===== src/logic/bpx_cfg.svh =====
// constants for the backplane address/data transceiver slice
// assumes the includer is the package or a module on the single mclk domain
`ifndef BPX_CFG_SVH
`define BPX_CFG_SVH

`define BPX_BUS_W      16
`define BPX_ID_W       4
`define BPX_HI_MSB     15
`define BPX_HI_LSB     12
`define BPX_MID_MSB    11
`define BPX_MID_LSB    8
`define BPX_SYNC_STAGES 2
`define BPX_REG_RST    16'h0000
`define BPX_ID_RST     4'hF
`define BPX_CTRL_RST   8'h37

`endif


===== src/logic/bpx_pkg.sv =====
// types used by the transceiver slice to carry its pins through one synchroniser
// assumes bpx_cfg.svh sits on the include path
`include "bpx_cfg.svh"

package bpx_pkg;

  // control pins, all sampled from outside the mclk domain
  typedef struct packed {
    logic addr_clk;
    logic data_clk;
    logic addr_le_n;
    logic data_le_n;
    logic sel;
    logic bp_oe_n;
    logic addr_oe_n;
    logic data_oe_n;
  } bpx_ctrl_t;

  // every pin level that crosses into mclk travels together
  typedef struct packed {
    bpx_ctrl_t                 ctrl;
    logic [`BPX_BUS_W-1:0]     bp;
    logic [`BPX_BUS_W-1:0]     la;
    logic [`BPX_BUS_W-1:0]     ld;
    logic [`BPX_ID_W-1:0]      id;
    logic [`BPX_ID_W-1:0]      id_drv;
  } bpx_pins_t;

endpackage : bpx_pkg


===== src/logic/bpx_sync.sv =====
// two-stage level synchroniser for a vector of pin inputs
// assumes inputs are asynchronous to mclk; bus skew is settled by the caller
`timescale 1ns/1ns

module bpx_sync #(
  parameter int         W       = 8,
  parameter logic [W-1:0] RST_VAL = '0
) (
  // clock and reset
  input  wire logic         mclk,
  input  wire logic         srst,
  // raw and settled levels
  input  wire logic [W-1:0] d,
  output      logic [W-1:0] q
);

  logic [W-1:0] meta_q;

  // first stage feeds only the second, nothing else looks at it
  always_ff @(posedge mclk) begin
    if (srst) begin
      meta_q <= RST_VAL;
      q      <= RST_VAL;
    end else begin
      meta_q <= d;
      q      <= meta_q;
    end
  end

endmodule : bpx_sync


===== src/logic/bpx_transceiver.sv =====
// one 16-bit slice of the backplane/local address-data transceiver
// assumes every pin input is asynchronous to mclk and that the testbench
// resolves each shared wire from the _drv/_oe pairs; pulses on the capture
// clocks and latch enables must last at least three mclk periods
`timescale 1ns/1ns
`include "bpx_cfg.svh"

module bpx_transceiver (
  // clock and reset
  input  wire logic                   mclk,
  input  wire logic                   srst,
  // control pins
  input  wire logic                   addr_capture_clk,
  input  wire logic                   data_capture_clk,
  input  wire logic                   local_addr_latch_en_n,
  input  wire logic                   local_data_latch_en_n,
  input  wire logic                   addr_data_sel,
  input  wire logic                   backplane_out_en_n,
  input  wire logic                   local_addr_out_en_n,
  input  wire logic                   local_data_out_en_n,
  // slot identification straps
  input  wire logic [`BPX_ID_W-1:0]   slot_id,
  input  wire logic [`BPX_ID_W-1:0]   slot_id_driven,
  // backplane address/data port
  input  wire logic [`BPX_BUS_W-1:0]  backplane_ad_port_pin,
  output      logic [`BPX_BUS_W-1:0]  backplane_ad_port_drv,
  output      logic                   backplane_ad_port_oe,
  // local address port
  input  wire logic [`BPX_BUS_W-1:0]  local_addr_port_pin,
  output      logic [`BPX_BUS_W-1:0]  local_addr_port_drv,
  output      logic                   local_addr_port_oe,
  // local data port
  input  wire logic [`BPX_BUS_W-1:0]  local_data_port_pin,
  output      logic [`BPX_BUS_W-1:0]  local_data_port_drv,
  output      logic                   local_data_port_oe,
  // comparator results
  output      logic                   slot_match_n,
  output      logic                   superslot_match_n
);

  localparam int W = $bits(bpx_pkg::bpx_pins_t);
  localparam logic [W-1:0] PIN_RST = {`BPX_CTRL_RST,
                                      {3{`BPX_REG_RST}},
                                      `BPX_ID_RST,
                                      {`BPX_ID_W{1'b1}}};

  // match against the stored backplane levels
  function automatic logic slot_hit(input logic [`BPX_BUS_W-1:0] a,
                                    input logic [`BPX_ID_W-1:0]  id);
    slot_hit = (a[`BPX_HI_MSB:`BPX_HI_LSB] == '0) &&
               (a[`BPX_MID_MSB:`BPX_MID_LSB] == id);
  endfunction : slot_hit

  function automatic logic superslot_hit(input logic [`BPX_BUS_W-1:0] a,
                                         input logic [`BPX_ID_W-1:0]  id);
    superslot_hit = (a[`BPX_HI_MSB:`BPX_HI_LSB] == id) && (id != '0);
  endfunction : superslot_hit

  bpx_pkg::bpx_pins_t raw;
  bpx_pkg::bpx_pins_t pin_s;
  bpx_pkg::bpx_ctrl_t ctl;

  logic                  aclk_prev_q;
  logic                  data_capture_clk_prev_q;
  logic [`BPX_BUS_W-1:0] areg_q;
  logic [`BPX_BUS_W-1:0] areg_d;
  logic [`BPX_BUS_W-1:0] dreg_q;
  logic [`BPX_BUS_W-1:0] dreg_d;
  logic [`BPX_BUS_W-1:0] alat_q;
  logic [`BPX_BUS_W-1:0] alat_d;
  logic [`BPX_BUS_W-1:0] dlat_q;
  logic [`BPX_BUS_W-1:0] dlat_d;
  logic [`BPX_ID_W-1:0]  id_eff;
  logic                  aclk_rise;
  logic                  data_capture_clk_rise;
  logic [`BPX_BUS_W-1:0] bp_next;

  // gather pins into one carrier so a single synchroniser serves them all
  assign raw.ctrl.addr_clk  = addr_capture_clk;
  assign raw.ctrl.data_clk  = data_capture_clk;
  assign raw.ctrl.addr_le_n = local_addr_latch_en_n;
  assign raw.ctrl.data_le_n = local_data_latch_en_n;
  assign raw.ctrl.sel       = addr_data_sel;
  assign raw.ctrl.bp_oe_n   = backplane_out_en_n;
  assign raw.ctrl.addr_oe_n = local_addr_out_en_n;
  assign raw.ctrl.data_oe_n = local_data_out_en_n;
  assign raw.bp             = backplane_ad_port_pin;
  assign raw.la             = local_addr_port_pin;
  assign raw.ld             = local_data_port_pin;
  assign raw.id             = slot_id;
  assign raw.id_drv         = slot_id_driven;

  bpx_sync #(
    .W       (W),
    .RST_VAL (PIN_RST)
  ) u_sync (
    .mclk (mclk),
    .srst (srst),
    .d    (raw),
    .q    (pin_s)
  );

  assign ctl = pin_s.ctrl;

  // an undriven strap bit reads high, as the internal pull-up would give
  assign id_eff = pin_s.id | ~pin_s.id_drv;

  // capture clocks are sampled levels; their rise is found on settled copies
  assign aclk_rise = ctl.addr_clk & ~aclk_prev_q;
  assign data_capture_clk_rise = ctl.data_clk & ~data_capture_clk_prev_q;

  // registers keep the raw backplane levels so the comparator sees them as is
  assign areg_d = aclk_rise ? pin_s.bp : areg_q;
  assign dreg_d = data_capture_clk_rise ? pin_s.bp : dreg_q;

  // latches follow their port while enable is low, freeze once it rises;
  // the word kept is the last one sampled while open, so the local side
  // must hold its value steady across the closing edge
  assign alat_d = ctl.addr_le_n ? alat_q : pin_s.la;
  assign dlat_d = ctl.data_le_n ? dlat_q : pin_s.ld;

  // multiplexer toward the backplane, inverted on the way out
  // select and both latch words share one synchroniser, so a switch never mixes ports
  assign bp_next = ctl.sel ? ~dlat_d : ~alat_d;

  // edge detect history; cleared to the strobes' idle low level so that
  // leaving reset never looks like a capture edge
  always_ff @(posedge mclk) begin
    if (srst) begin
      aclk_prev_q <= 1'b0;
      data_capture_clk_prev_q <= 1'b0;
    end else begin
      aclk_prev_q <= ctl.addr_clk;
      data_capture_clk_prev_q <= ctl.data_clk;
    end
  end

  // storage: capture registers and local latches
  always_ff @(posedge mclk) begin
    if (srst) begin
      areg_q <= `BPX_REG_RST;
      dreg_q <= `BPX_REG_RST;
      alat_q <= `BPX_REG_RST;
      dlat_q <= `BPX_REG_RST;
    end else begin
      areg_q <= areg_d;
      dreg_q <= dreg_d;
      alat_q <= alat_d;
      dlat_q <= dlat_d;
    end
  end

  // backplane driver; the oe only says who owns the wire, levels are the inverted latch word
  always_ff @(posedge mclk) begin
    if (srst) begin
      backplane_ad_port_drv <= `BPX_REG_RST;
      backplane_ad_port_oe  <= 1'b0;
    end else begin
      backplane_ad_port_drv <= bp_next;
      backplane_ad_port_oe  <= ~ctl.bp_oe_n;
    end
  end

  // local drivers use the newest register value so a capture and an
  // enable in the same cycle still present fresh data
  always_ff @(posedge mclk) begin
    if (srst) begin
      local_addr_port_drv <= `BPX_REG_RST;
      local_addr_port_oe  <= 1'b0;
      local_data_port_drv <= `BPX_REG_RST;
      local_data_port_oe  <= 1'b0;
    end else begin
      local_addr_port_drv <= ~areg_d;
      local_addr_port_oe  <= ~ctl.addr_oe_n;
      local_data_port_drv <= ~dreg_d;
      local_data_port_oe  <= ~ctl.data_oe_n;
    end
  end

  // comparator: recomputed every cycle from the register and live straps,
  // so a strap change shows without any capture edge; the cost is the
  // synchroniser plus one flop of latency on a strap change
  always_ff @(posedge mclk) begin
    if (srst) begin
      slot_match_n      <= 1'b1;
      superslot_match_n <= 1'b1;
    end else begin
      slot_match_n      <= ~slot_hit(areg_d, id_eff);
      superslot_match_n <= ~superslot_hit(areg_d, id_eff);
    end
  end
endmodule : bpx_transceiver


===== config.mk =====
export PLATFORM = sky130hd
export DESIGN_NAME = bpx_transceiver
export DESIGN_NICKNAME = d
export VERILOG_FILES = /design/src/logic/bpx_pkg.sv /design/src/logic/bpx_sync.sv /design/src/logic/bpx_transceiver.sv
export VERILOG_INCLUDE_DIRS = /design/src /design/src/logic
export SDC_FILE = /design/constraint.sdc
export NUM_CORES = 1
export LEC_CHECK = 0
export ABC_AREA = 1
export BUFFER_PORTS_ARGS = -buffer_cell sky130_fd_sc_hd__buf_2
export CAP_MARGIN = 10
export CORE_ASPECT_RATIO = 1.5
export CORE_UTILIZATION = 28
export CTS_CLUSTER_DIAMETER = 60
export DETAILED_ROUTE_END_ITERATION = 8
export GPL_TIMING_DRIVEN = 0
export MAX_ROUTING_LAYER = met4
export PLACE_DENSITY_LB_ADDON = 0.3
export SLEW_MARGIN = 20
export SYNTH_ARGS = -nofsm -noshare
export SYNTH_HDL_FRONTEND = slang
export SYNTH_SLANG_ARGS = --single-unit

===== constraint.sdc =====
create_clock -name mclk -period 1.9 [get_ports mclk]
set_clock_uncertainty 0.2 [all_clocks]
set_input_delay 0.38 -clock mclk [delete_from_list [all_inputs] [get_ports mclk]]
set_output_delay 0.38 -clock mclk [all_outputs]
set_load 0.1 [all_outputs]

==> flow_summary.html, run 1 <==
<table>
<tr><th>Metric</th><th>Value</th></tr>
<tr><th colspan="2">Status</th></tr>
<tr><td>Status</td><td>complete, no violations</td></tr>
<tr><th colspan="2">Synth</th></tr>
<tr><td>Xor/xnor share of the synthesized area</td><td>0%</td></tr>
<tr><td>Yosys cell types</td><td>26</td></tr>
<tr><td>Share of the synthesized area in the top cell type</td><td>between 60 and 70%</td></tr>
<tr><td>Net count of the mapped netlist</td><td>approximately 960</td></tr>
<tr><td>Mapped Cells</td><td>between 800 and 900</td></tr>
<tr><td>Cell Area, Synth</td><td>0.00791 mm^2</td></tr>
<tr><td>Sequential-to-total area share from yosys stat</td><td>between 60% and 70%</td></tr>
<tr><td>Warnings, synthesis</td><td>0</td></tr>
<tr><td>Share of synthesized cell area in and, or, nand and nor gates</td><td>18.8%</td></tr>
<tr><td>Proportion of synthesized area in mux cells</td><td>4.05%</td></tr>
<tr><td>Post-synthesis register bit count</td><td>between 200 and 250</td></tr>
<tr><td>Area contributors post-synth</td><td>sky130_fd_sc_hd__dfxtp_1 62%, sky130_fd_sc_hd__nor2_1 11%, sky130_fd_sc_hd__inv_1 7.5%, sky130_fd_sc_hd__mux2i_1 4.0%, sky130_fd_sc_hd__nand2_1 3.7%</td></tr>
<tr><td>Dominant combinational cell family by area after synthesis</td><td>simple AND/OR/NAND/NOR gates</td></tr>
<tr><td>Largest area contributor in the synthesized netlist</td><td>sky130_fd_sc_hd__dfxtp_1</td></tr>
<tr><td>Compound-Gate Fraction of Synth Area</td><td>around 3.9%</td></tr>
<tr><td>Average size of a mapped cell</td><td>between 8 and 9 um^2</td></tr>
<tr><td>Adder and majority gate portion of the synthesized area</td><td>0%</td></tr>
<tr><th colspan="2">Setup path</th></tr>
<tr><td>Worst setup path class</td><td>register to output pin</td></tr>
<tr><td>Crit start category</td><td>register</td></tr>
<tr><td>Critical R2R Launch</td><td>u_sync.q[59]</td></tr>
<tr><td>Largest stage delay, worst path</td><td>0.42 ns</td></tr>
<tr><td>Endpoint required time on the critical path</td><td>approximately 1.3 ns</td></tr>
<tr><td>Arrival time at the worst endpoint</td><td>1.28 ns</td></tr>
<tr><td>Crit-path max FO</td><td>1</td></tr>
<tr><td>Critical path cell sequence</td><td>buf_2</td></tr>
<tr><td>Crit-path slowest cell</td><td>sky130_fd_sc_hd__buf_2</td></tr>
<tr><td>Critical path buffer and inverter count</td><td>1</td></tr>
<tr><td>CP endpoint kind</td><td>output pin</td></tr>
<tr><td>Timing startpoint of the critical path</td><td>backplane_ad_port_drv[1]</td></tr>
<tr><td>Gate family responsible for the most delay along the worst path</td><td>buffers and inverters</td></tr>
<tr><th colspan="2">STA</th></tr>
<tr><td>Worst hold slack after final layout</td><td>roughly 0.18 ns</td></tr>
<tr><td>Number of endpoints with negative hold slack in the final report</td><td>0</td></tr>
<tr><td>Final setup vio count</td><td>0</td></tr>
<tr><td>Crit share post-route</td><td>between 90% and 100%</td></tr>
<tr><td>Setup repair after global routing missed its margin</td><td>no</td></tr>
<tr><td>Max Fclk</td><td>0.539 GHz</td></tr>
<tr><td>Max_slew headroom</td><td>57.0%</td></tr>
<tr><td>Number of pins with negative max-slew slack in the final report</td><td>0</td></tr>
<tr><td>Time the worst path needs with I/O delays and setup</td><td>about 1.9 ns</td></tr>
<tr><td>Slew @ Worst Pin</td><td>0.646 ns</td></tr>
<tr><th colspan="2">Layout</th></tr>
<tr><td>Number of antenna repair diodes</td><td>0</td></tr>
<tr><td>Syn-to-layout area delta</td><td>30.6%</td></tr>
<tr><td>Number of fill cells in the layout</td><td>about 2800</td></tr>
<tr><td>Final std cells w/o fill</td><td>1460</td></tr>
<tr><td>Layout cell share with drive strength beyond 1</td><td>around a fifth</td></tr>
<tr><td>Post-layout nets</td><td>around 1200</td></tr>
<tr><th colspan="2">Hold path</th></tr>
<tr><td>Startpoint of the tightest hold check path</td><td>srst</td></tr>
<tr><td>Tightest Hold Check Type</td><td>primary input to register</td></tr>
<tr><th colspan="2">GRT</th></tr>
<tr><td>Total grt overflow</td><td>0</td></tr>
<tr><td>Antenna violations before repair</td><td>0</td></tr>
<tr><td>Pin count of the biggest net entering global routing</td><td>16</td></tr>
<tr><td>Global-route total usage across every layer</td><td>a little over an eighth</td></tr>
<tr><td>Vias in the first global route</td><td>between 5000 and 6000</td></tr>
<tr><td>Wire length of the first global-routing pass</td><td>just under 30 mm</td></tr>
<tr><th colspan="2">Die</th></tr>
<tr><td>Starting Density</td><td>between 20% and 30%</td></tr>
<tr><td>Std-Cell Rows</td><td>75</td></tr>
<tr><td>Die Width</td><td>~140 um</td></tr>
<tr><td>Core region area</td><td>roughly 0.028 mm^2</td></tr>
<tr><td>Die height</td><td>208 um</td></tr>
<tr><td>Top Ports</td><td>~120</td></tr>
<tr><td>Die ar.</td><td>0.0290 mm^2</td></tr>
<tr><th colspan="2">CTS</th></tr>
<tr><td>H-tree depth</td><td>1</td></tr>
<tr><td>Clock edge transition at the registers on the reported setup and hold paths</td><td>approximately 0.060 ns</td></tr>
<tr><td>Root buffer cell</td><td>sky130_fd_sc_hd__clkbuf_16</td></tr>
<tr><td>Total CTS buffers</td><td>24</td></tr>
<tr><td># Post-CTS Setup Buffers</td><td>0</td></tr>
<tr><td>Count of clock tree sinks</td><td>about 250</td></tr>
<tr><td>TritonCTS clock tree</td><td>built</td></tr>
<tr><td>Latest clock arrival within the worst-skew pair</td><td>0.52 ns</td></tr>
<tr><td>Maximum clock insertion buffer count</td><td>3</td></tr>
<tr><th colspan="2">Detailed routing</th></tr>
<tr><td>Number of vias per cell</td><td>roughly 4</td></tr>
<tr><td>Drt initial violations</td><td>roughly 170</td></tr>
<tr><td>Length of the first detailed-routing pass in iterations</td><td>6</td></tr>
<tr><td>Number of antenna-violating nets in the routed design</td><td>0</td></tr>
<tr><td>DRC violations left</td><td>0</td></tr>
<tr><td>Average wire length per cell after detail routing</td><td>roughly 12 um</td></tr>
<tr><td>Detailed-route via count</td><td>between 5000 and 6000</td></tr>
<tr><td>Total wire length</td><td>approximately 18 mm</td></tr>
<tr><th colspan="2">Power</th></tr>
<tr><td>Cell internal pwr</td><td>8370 uW</td></tr>
<tr><td>Static leakage</td><td>0.00516 uW</td></tr>
<tr><td>Combinational power share</td><td>11.6%</td></tr>
<tr><td>Power spent charging and discharging nets</td><td>roughly 3000 uW</td></tr>
<tr><td>Power density over the cells</td><td>about 1100 mW/mm^2</td></tr>
<tr><td>Peak ir drop on the vdd network</td><td>551 uV</td></tr>
<tr><td>Flop pwr share</td><td>approximately 48%</td></tr>
<tr><td>Share of total power consumed by net switching</td><td>between 20% and 30%</td></tr>
<tr><td>Clock network fraction of design power</td><td>between 40% and 50%</td></tr>
<tr><th colspan="2">Placement</th></tr>
<tr><td>Quantity of I/O buffers inserted on ports</td><td>118</td></tr>
<tr><td>Number of placed cells counting well taps</td><td>1356</td></tr>
<tr><td>Global placement routability congestion</td><td>0.793</td></tr>
<tr><td>Placed wire-length estimate</td><td>12.8 mm</td></tr>
<tr><th colspan="2">Job</th></tr>
<tr><td>Maximum Capacitance Violations</td><td>0</td></tr>
</table>
[worst paths after layout]
kind / endpoint / slack [ns] / cells past startpoint
hold / removal: areg_q[15] / 0.18 / 4
setup / recovery: backplane_ad_port_drv[1] / 0.04 / 1
hold reg to reg: backplane_ad_port_oe / 0.18 / 1
setup reg to reg: backplane_ad_port_drv[11] / 0.16 / 5
[registers in the layout, indices dropped and copies added (netlist names), 16 cells and up]
register and cells:
local_data_port_drv 16, areg_q 16, backplane_ad_port_drv 16, alat_q 16, dlat_q 16, local_addr_port_drv 16, dreg_q 16, u_sync.q 64
u_sync.meta_q 64
[synthesized netlist by cell type, drive strengths merged]
| master | instances |
|---|---|
| nand3b | 2 |
| nor2 | 229 |
| buf | 28 |
| or2 | 27 |
| o21ai | 33 |
| mux2i | 32 |
| nand2 | 84 |
| clkinv | 1 |
| dfxtp | 247 |
| nand3 | 18 |
| inv | 162 |
| a21oi | 16 |
| clkbuf | 13 |
[cell families after synthesis]
logic type,after synthesis
buffers and inverters,204
AO/OA/AOI/OAI,49
flip-flops,247
multiplexers,32
AND/OR/NAND/NOR,360
[through the flow]
stage | total power, uW | utilization [%] | setup slack [ns] | TNS (ns) | area, um^2
CTS | 11600 | 37.1 | 0.0135 | 0 | 10300
floorplan | 6530 | - | 0.411 | 0 | 7910
global route | 11800 | 37.1 | 0.00589 | 0 | 10300
finish | 11400 | 37.1 | 0.0446 | 0 | 10300
detailed placement | 6830 | 32.1 | -0.0651 | -0.457 | 8940
global placement | 6830 | 32.1 | -0.0932 | -0.487 | 8940
[timing repair]
item,4_1_cts,5_1_grt
hold endpoints to repair,64,0
hold buffers,64,0
setup endpoints to repair,0,2
gates resized for setup,0,2
[cell type report]
cell class / count / area, um^2 / share of cell area, %
clock inverters: 7 / 47.5 / 0.460
repair buffers: 182 / 1240 / 12.0
multi-input cells: 441 / 2110 / 20.5
inverters: 163 / 614 / 5.94
well taps: 346 / 433 / 4.19
flip-flops and latches: 247 / 4940 / 47.8
clock buffers: 33 / 706 / 6.83
plain buffers: 41 / 240 / 2.32
[cells in the final DEF, fill, tap and decap left out, drive strengths merged]
master	Yosys	routed
a21oi	16	16
or2	27	27
nand3	18	18
nor2	229	229
clkinvlp	0	2
buf	28	144
mux2i	32	32
inv	162	164
o21ai	33	33
nand2	84	84
dlygate4sd3	0	64
clkinv	1	4
clkbuf	13	48
dfxtp	247	247
nand3b	2	2
[per-layer routing]
metal | up-vias | track usage, % | share of wire (%)
li1 | 3019 | - | -
met2 | 114 | 25.6 | 55
met5 | - | - | 0
met1 | 2563 | 13.4 | 39
met3 | 43 | 1.73 | 3.6
met4 | 0 | 5.86 | 3.2
[power by group through the flow]
stage	combinational (uW)	sequential [uW]	clock, uW
final	1320	5480	4560
after global routing	1420	5500	4920
after CTS	1340	5480	4730
after detailed placement	1230	5600	0
after global placement	1230	5590	0
after floorplan	385	6140	0
Note: power is estimated with default switching activity, not from simulation.
==> run 2: changes to the inputs <==
Settings changed: CORE_UTILIZATION 28 to 55.
==> run 2 against run 1 <==
Compared with the run above: fmax is 0.68% higher; global-route usage grew 8.6 points; critical path type unchanged; largest cell class unchanged; highest routed layer unchanged; critical endpoint is now local_data_port_drv[0]; count of clock-buffer cells in the layout up 1.
==> flow_summary.html, run 2 (synthesized netlist as in run 1, its figures left out) <==
<table>
<tr><th>Metric</th><th>Value</th></tr>
<tr><th colspan="2">Status</th></tr>
<tr><td>Status</td><td>complete, no violations (unchanged)</td></tr>
<tr><th colspan="2">Setup path</th></tr>
<tr><td>Worst setup path class</td><td>register to output pin (unchanged)</td></tr>
<tr><td>CP endpoint kind</td><td>output pin (unchanged)</td></tr>
<tr><td>Gate family responsible for the most delay along the worst path</td><td>buffers and inverters (unchanged)</td></tr>
<tr><td>Crit start category</td><td>register (unchanged)</td></tr>
<tr><td>Critical path buffer and inverter count</td><td>1 (unchanged)</td></tr>
<tr><td>Worst reg-to-reg setup slack</td><td>0.33 ns (was 0.16 ns)</td></tr>
<tr><td>Crit-path max FO</td><td>1 (unchanged)</td></tr>
<tr><td>Arrival time at the worst endpoint</td><td>1.26 ns (was 1.28 ns)</td></tr>
<tr><td>Endpoint required time on the critical path</td><td>1.32 ns (about the same)</td></tr>
<tr><td>Destination of the worst register-to-register timing path</td><td>backplane_ad_port_drv[14] (was backplane_ad_port_drv[11])</td></tr>
<tr><td>Critical path cell sequence</td><td>buf_2 (unchanged)</td></tr>
<tr><td>Largest stage delay, worst path</td><td>0.43 ns (was 0.42 ns)</td></tr>
<tr><td>Critical R2R Launch</td><td>u_sync.q[61] (was u_sync.q[59])</td></tr>
<tr><td>Worst Reg2Reg Path Length in Cells</td><td>5 (unchanged)</td></tr>
<tr><td>Crit-path slowest cell</td><td>sky130_fd_sc_hd__buf_2 (unchanged)</td></tr>
<tr><th colspan="2">CTS</th></tr>
<tr><td>Maximum clock insertion buffer count</td><td>3 (unchanged)</td></tr>
<tr><td>Count of instances resized after the clock tree is built</td><td>0 (unchanged)</td></tr>
<tr><td>Latest clock arrival within the worst-skew pair</td><td>0.49 ns (was 0.52 ns)</td></tr>
<tr><td>TritonCTS clock tree</td><td>built (unchanged)</td></tr>
<tr><td>Root buffer cell</td><td>sky130_fd_sc_hd__clkbuf_16 (unchanged)</td></tr>
<tr><td>Count of clock tree sinks</td><td>247 (unchanged)</td></tr>
<tr><td>Total CTS buffers</td><td>22 (was 24)</td></tr>
<tr><td>Clock edge transition at the registers on the reported setup and hold paths</td><td>0.06 ns (about the same)</td></tr>
<tr><td>H-tree depth</td><td>1 (unchanged)</td></tr>
<tr><th colspan="2">Layout</th></tr>
<tr><td>Layout cell share with drive strength beyond 1</td><td>20.9% (was 21.1%)</td></tr>
<tr><td>Post-layout nets</td><td>1164 (was 1166)</td></tr>
<tr><td>Most frequent cells in the layout</td><td>247 x sky130_fd_sc_hd__dfxtp_1, 228 x sky130_fd_sc_hd__nor2_1, 159 x sky130_fd_sc_hd__inv_1 (unchanged)</td></tr>
<tr><td>Commonest non-fill, non-tap cell in the layout</td><td>sky130_fd_sc_hd__dfxtp_1 (unchanged)</td></tr>
<tr><td>Registers with the most flip-flops</td><td>u_sync.meta_q: 64 flops, u_sync.q: 64 flops (unchanged)</td></tr>
<tr><td>Number of antenna repair diodes</td><td>0 (unchanged)</td></tr>
<tr><td>Final instance area</td><td>0.0101 mm^2 (was 0.0103 mm^2)</td></tr>
<tr><td>Final std cells w/o fill</td><td>1306 (was 1460)</td></tr>
<tr><td>Syn-to-layout area delta</td><td>28.2% (was 30.6%)</td></tr>
<tr><th colspan="2">Die</th></tr>
<tr><td>Die Width</td><td>99.9 um (was 139 um)</td></tr>
<tr><td>Core region area</td><td>0.0141 mm^2 (was 0.0279 mm^2)</td></tr>
<tr><td>Die ar.</td><td>0.0149 mm^2 (was 0.0290 mm^2)</td></tr>
<tr><td>Starting Density</td><td>56.3% (was 28.4%)</td></tr>
<tr><td>Std-Cell Rows</td><td>53 (was 75)</td></tr>
<tr><td>Top Ports</td><td>119 (unchanged)</td></tr>
<tr><td>Die height</td><td>149 um (was 208 um)</td></tr>
<tr><th colspan="2">Placement</th></tr>
<tr><td>Global placement routability congestion</td><td>0.846 (was 0.793)</td></tr>
<tr><td>Placed wire-length estimate</td><td>9.98 mm (was 12.8 mm)</td></tr>
<tr><td>Quantity of I/O buffers inserted on ports</td><td>118 (unchanged)</td></tr>
<tr><td>Number of placed cells counting well taps</td><td>1202 (was 1356)</td></tr>
<tr><td>Area after detailed placement</td><td>0.00874 mm^2 (was 0.00894 mm^2)</td></tr>
<tr><th colspan="2">Hold path</th></tr>
<tr><td>Count of cells along the worst hold path</td><td>4 (unchanged)</td></tr>
<tr><td>Hold EP</td><td>areg_q[15] (unchanged)</td></tr>
<tr><td>Startpoint of the tightest hold check path</td><td>srst (unchanged)</td></tr>
<tr><td>Tightest Hold Check Type</td><td>primary input to register (unchanged)</td></tr>
<tr><th colspan="2">Job</th></tr>
<tr><td>Maximum Capacitance Violations</td><td>0 (unchanged)</td></tr>
<tr><th colspan="2">GRT</th></tr>
<tr><td>Vias in the first global route</td><td>5453 (was 5765)</td></tr>
<tr><td>Wire length of the first global-routing pass</td><td>25.2 mm (was 29.1 mm)</td></tr>
<tr><td>Global-route total usage across every layer</td><td>22.0% (was 13.4%)</td></tr>
<tr><td>Total grt overflow</td><td>0 (unchanged)</td></tr>
<tr><td>Antenna violations before repair</td><td>0 (unchanged)</td></tr>
<tr><td>Pin count of the biggest net entering global routing</td><td>17 (was 16)</td></tr>
<tr><th colspan="2">STA</th></tr>
<tr><td>Crit share post-route</td><td>97.0% (was 97.7%)</td></tr>
<tr><td>Number of endpoints with negative hold slack in the final report</td><td>0 (unchanged)</td></tr>
<tr><td>Setup repair after global routing missed its margin</td><td>no (unchanged)</td></tr>
<tr><td>Number of pins with negative max-slew slack in the final report</td><td>0 (unchanged)</td></tr>
<tr><td>Final-layout setup total negative slack</td><td>0 ns (unchanged)</td></tr>
<tr><td>Slew @ Worst Pin</td><td>0.576 ns (was 0.646 ns)</td></tr>
<tr><td>Max_slew headroom</td><td>61.6% (was 57.0%)</td></tr>
<tr><td>Time the worst path needs with I/O delays and setup</td><td>1.84 ns (was 1.86 ns)</td></tr>
<tr><td>Worst hold slack after final layout</td><td>0.184 ns (was 0.175 ns)</td></tr>
<tr><td>Final setup vio count</td><td>0 (unchanged)</td></tr>
<tr><td>Max Fclk</td><td>0.543 GHz (was 0.539 GHz)</td></tr>
<tr><th colspan="2">Detailed routing</th></tr>
<tr><td>Number of antenna-violating nets in the routed design</td><td>0 (unchanged)</td></tr>
<tr><td>Number of vias per cell</td><td>4.39 (was 3.93)</td></tr>
<tr><td>Detailed-route via count</td><td>5732 (was 5739)</td></tr>
<tr><td>Length of the first detailed-routing pass in iterations</td><td>4 (was 6)</td></tr>
<tr><td>Total wire length</td><td>15.4 mm (was 18.1 mm)</td></tr>
<tr><td>Average wire length per cell after detail routing</td><td>11.8 um (was 12.4 um)</td></tr>
<tr><td>Drt initial violations</td><td>109 (was 172)</td></tr>
<tr><td>DRC violations left</td><td>0 (unchanged)</td></tr>
<tr><th colspan="2">Power</th></tr>
<tr><td>Tot Pwr</td><td>11300 uW (was 11400 uW)</td></tr>
<tr><td>Static leakage</td><td>0.00516 uW (about the same)</td></tr>
<tr><td>Power density over the cells</td><td>1110 mW/mm^2 (was 1100 mW/mm^2)</td></tr>
<tr><td>Peak ir drop on the vdd network</td><td>931 uV (was 551 uV)</td></tr>
</table>
[run 2: worst max-delay path by stage]
stage | start | to | depth (start not counted)
floorplan | backplane_ad_port_drv[0] | backplane_ad_port_drv[0] | 0
global placement | srst | local_addr_port_drv[13] | 5
detailed placement | srst | local_addr_port_drv[13] | 5
CTS | local_data_port_drv[0] | local_data_port_drv[0] | 1
global route | local_data_port_drv[0] | local_data_port_drv[0] | 1
finish | local_data_port_drv[0] | local_data_port_drv[0] | 1
[run 2: final cells by class]
cell class	instances	area (um^2)
clock inverter	6	82.6
sequential	247	4940
tap	192	240
buffer	41	240
clock buffer	34	677
inverter	163	614
timing repair buffer	182	1230
multi-input combinational	441	2110
fill	1068	3910
[run 2: repair_timing]
item | CTS | global route
hold endpoints to repair | 64 | 0
setup buffers | 0 | 0
hold buffers | 64 | 0
[run 2: per-stage QoR]
step                      setup WS (ns)  util, %
final                            0.0572     72.2
after global routing             0.0141     72.2
after CTS                        0.0178     72.2
after detailed placement          0.141     62.2
after global placement            0.132     62.2
after floorplan                   0.411        -
[run 2: per-layer routing]
metal / vias up / global-route usage, % / share of wire [%]
met5: - / - / 0
met4: 0 / 6.47 / 1.9
met1: 2558 / 22.5 / 39
li1: 3012 / - / -
met3: 27 / 3.56 / 4.3
met2: 135 / 42.3 / 55
[run 2: power by group]
part | switching (uW) | leakage [uW] | internal [uW]
combinational | 939 | 0.00275 | 357
clock | 1800 | 0.000373 | 2720
sequential | 66.9 | 0.00204 | 5410
total | 2810 | 0.00516 | 8500
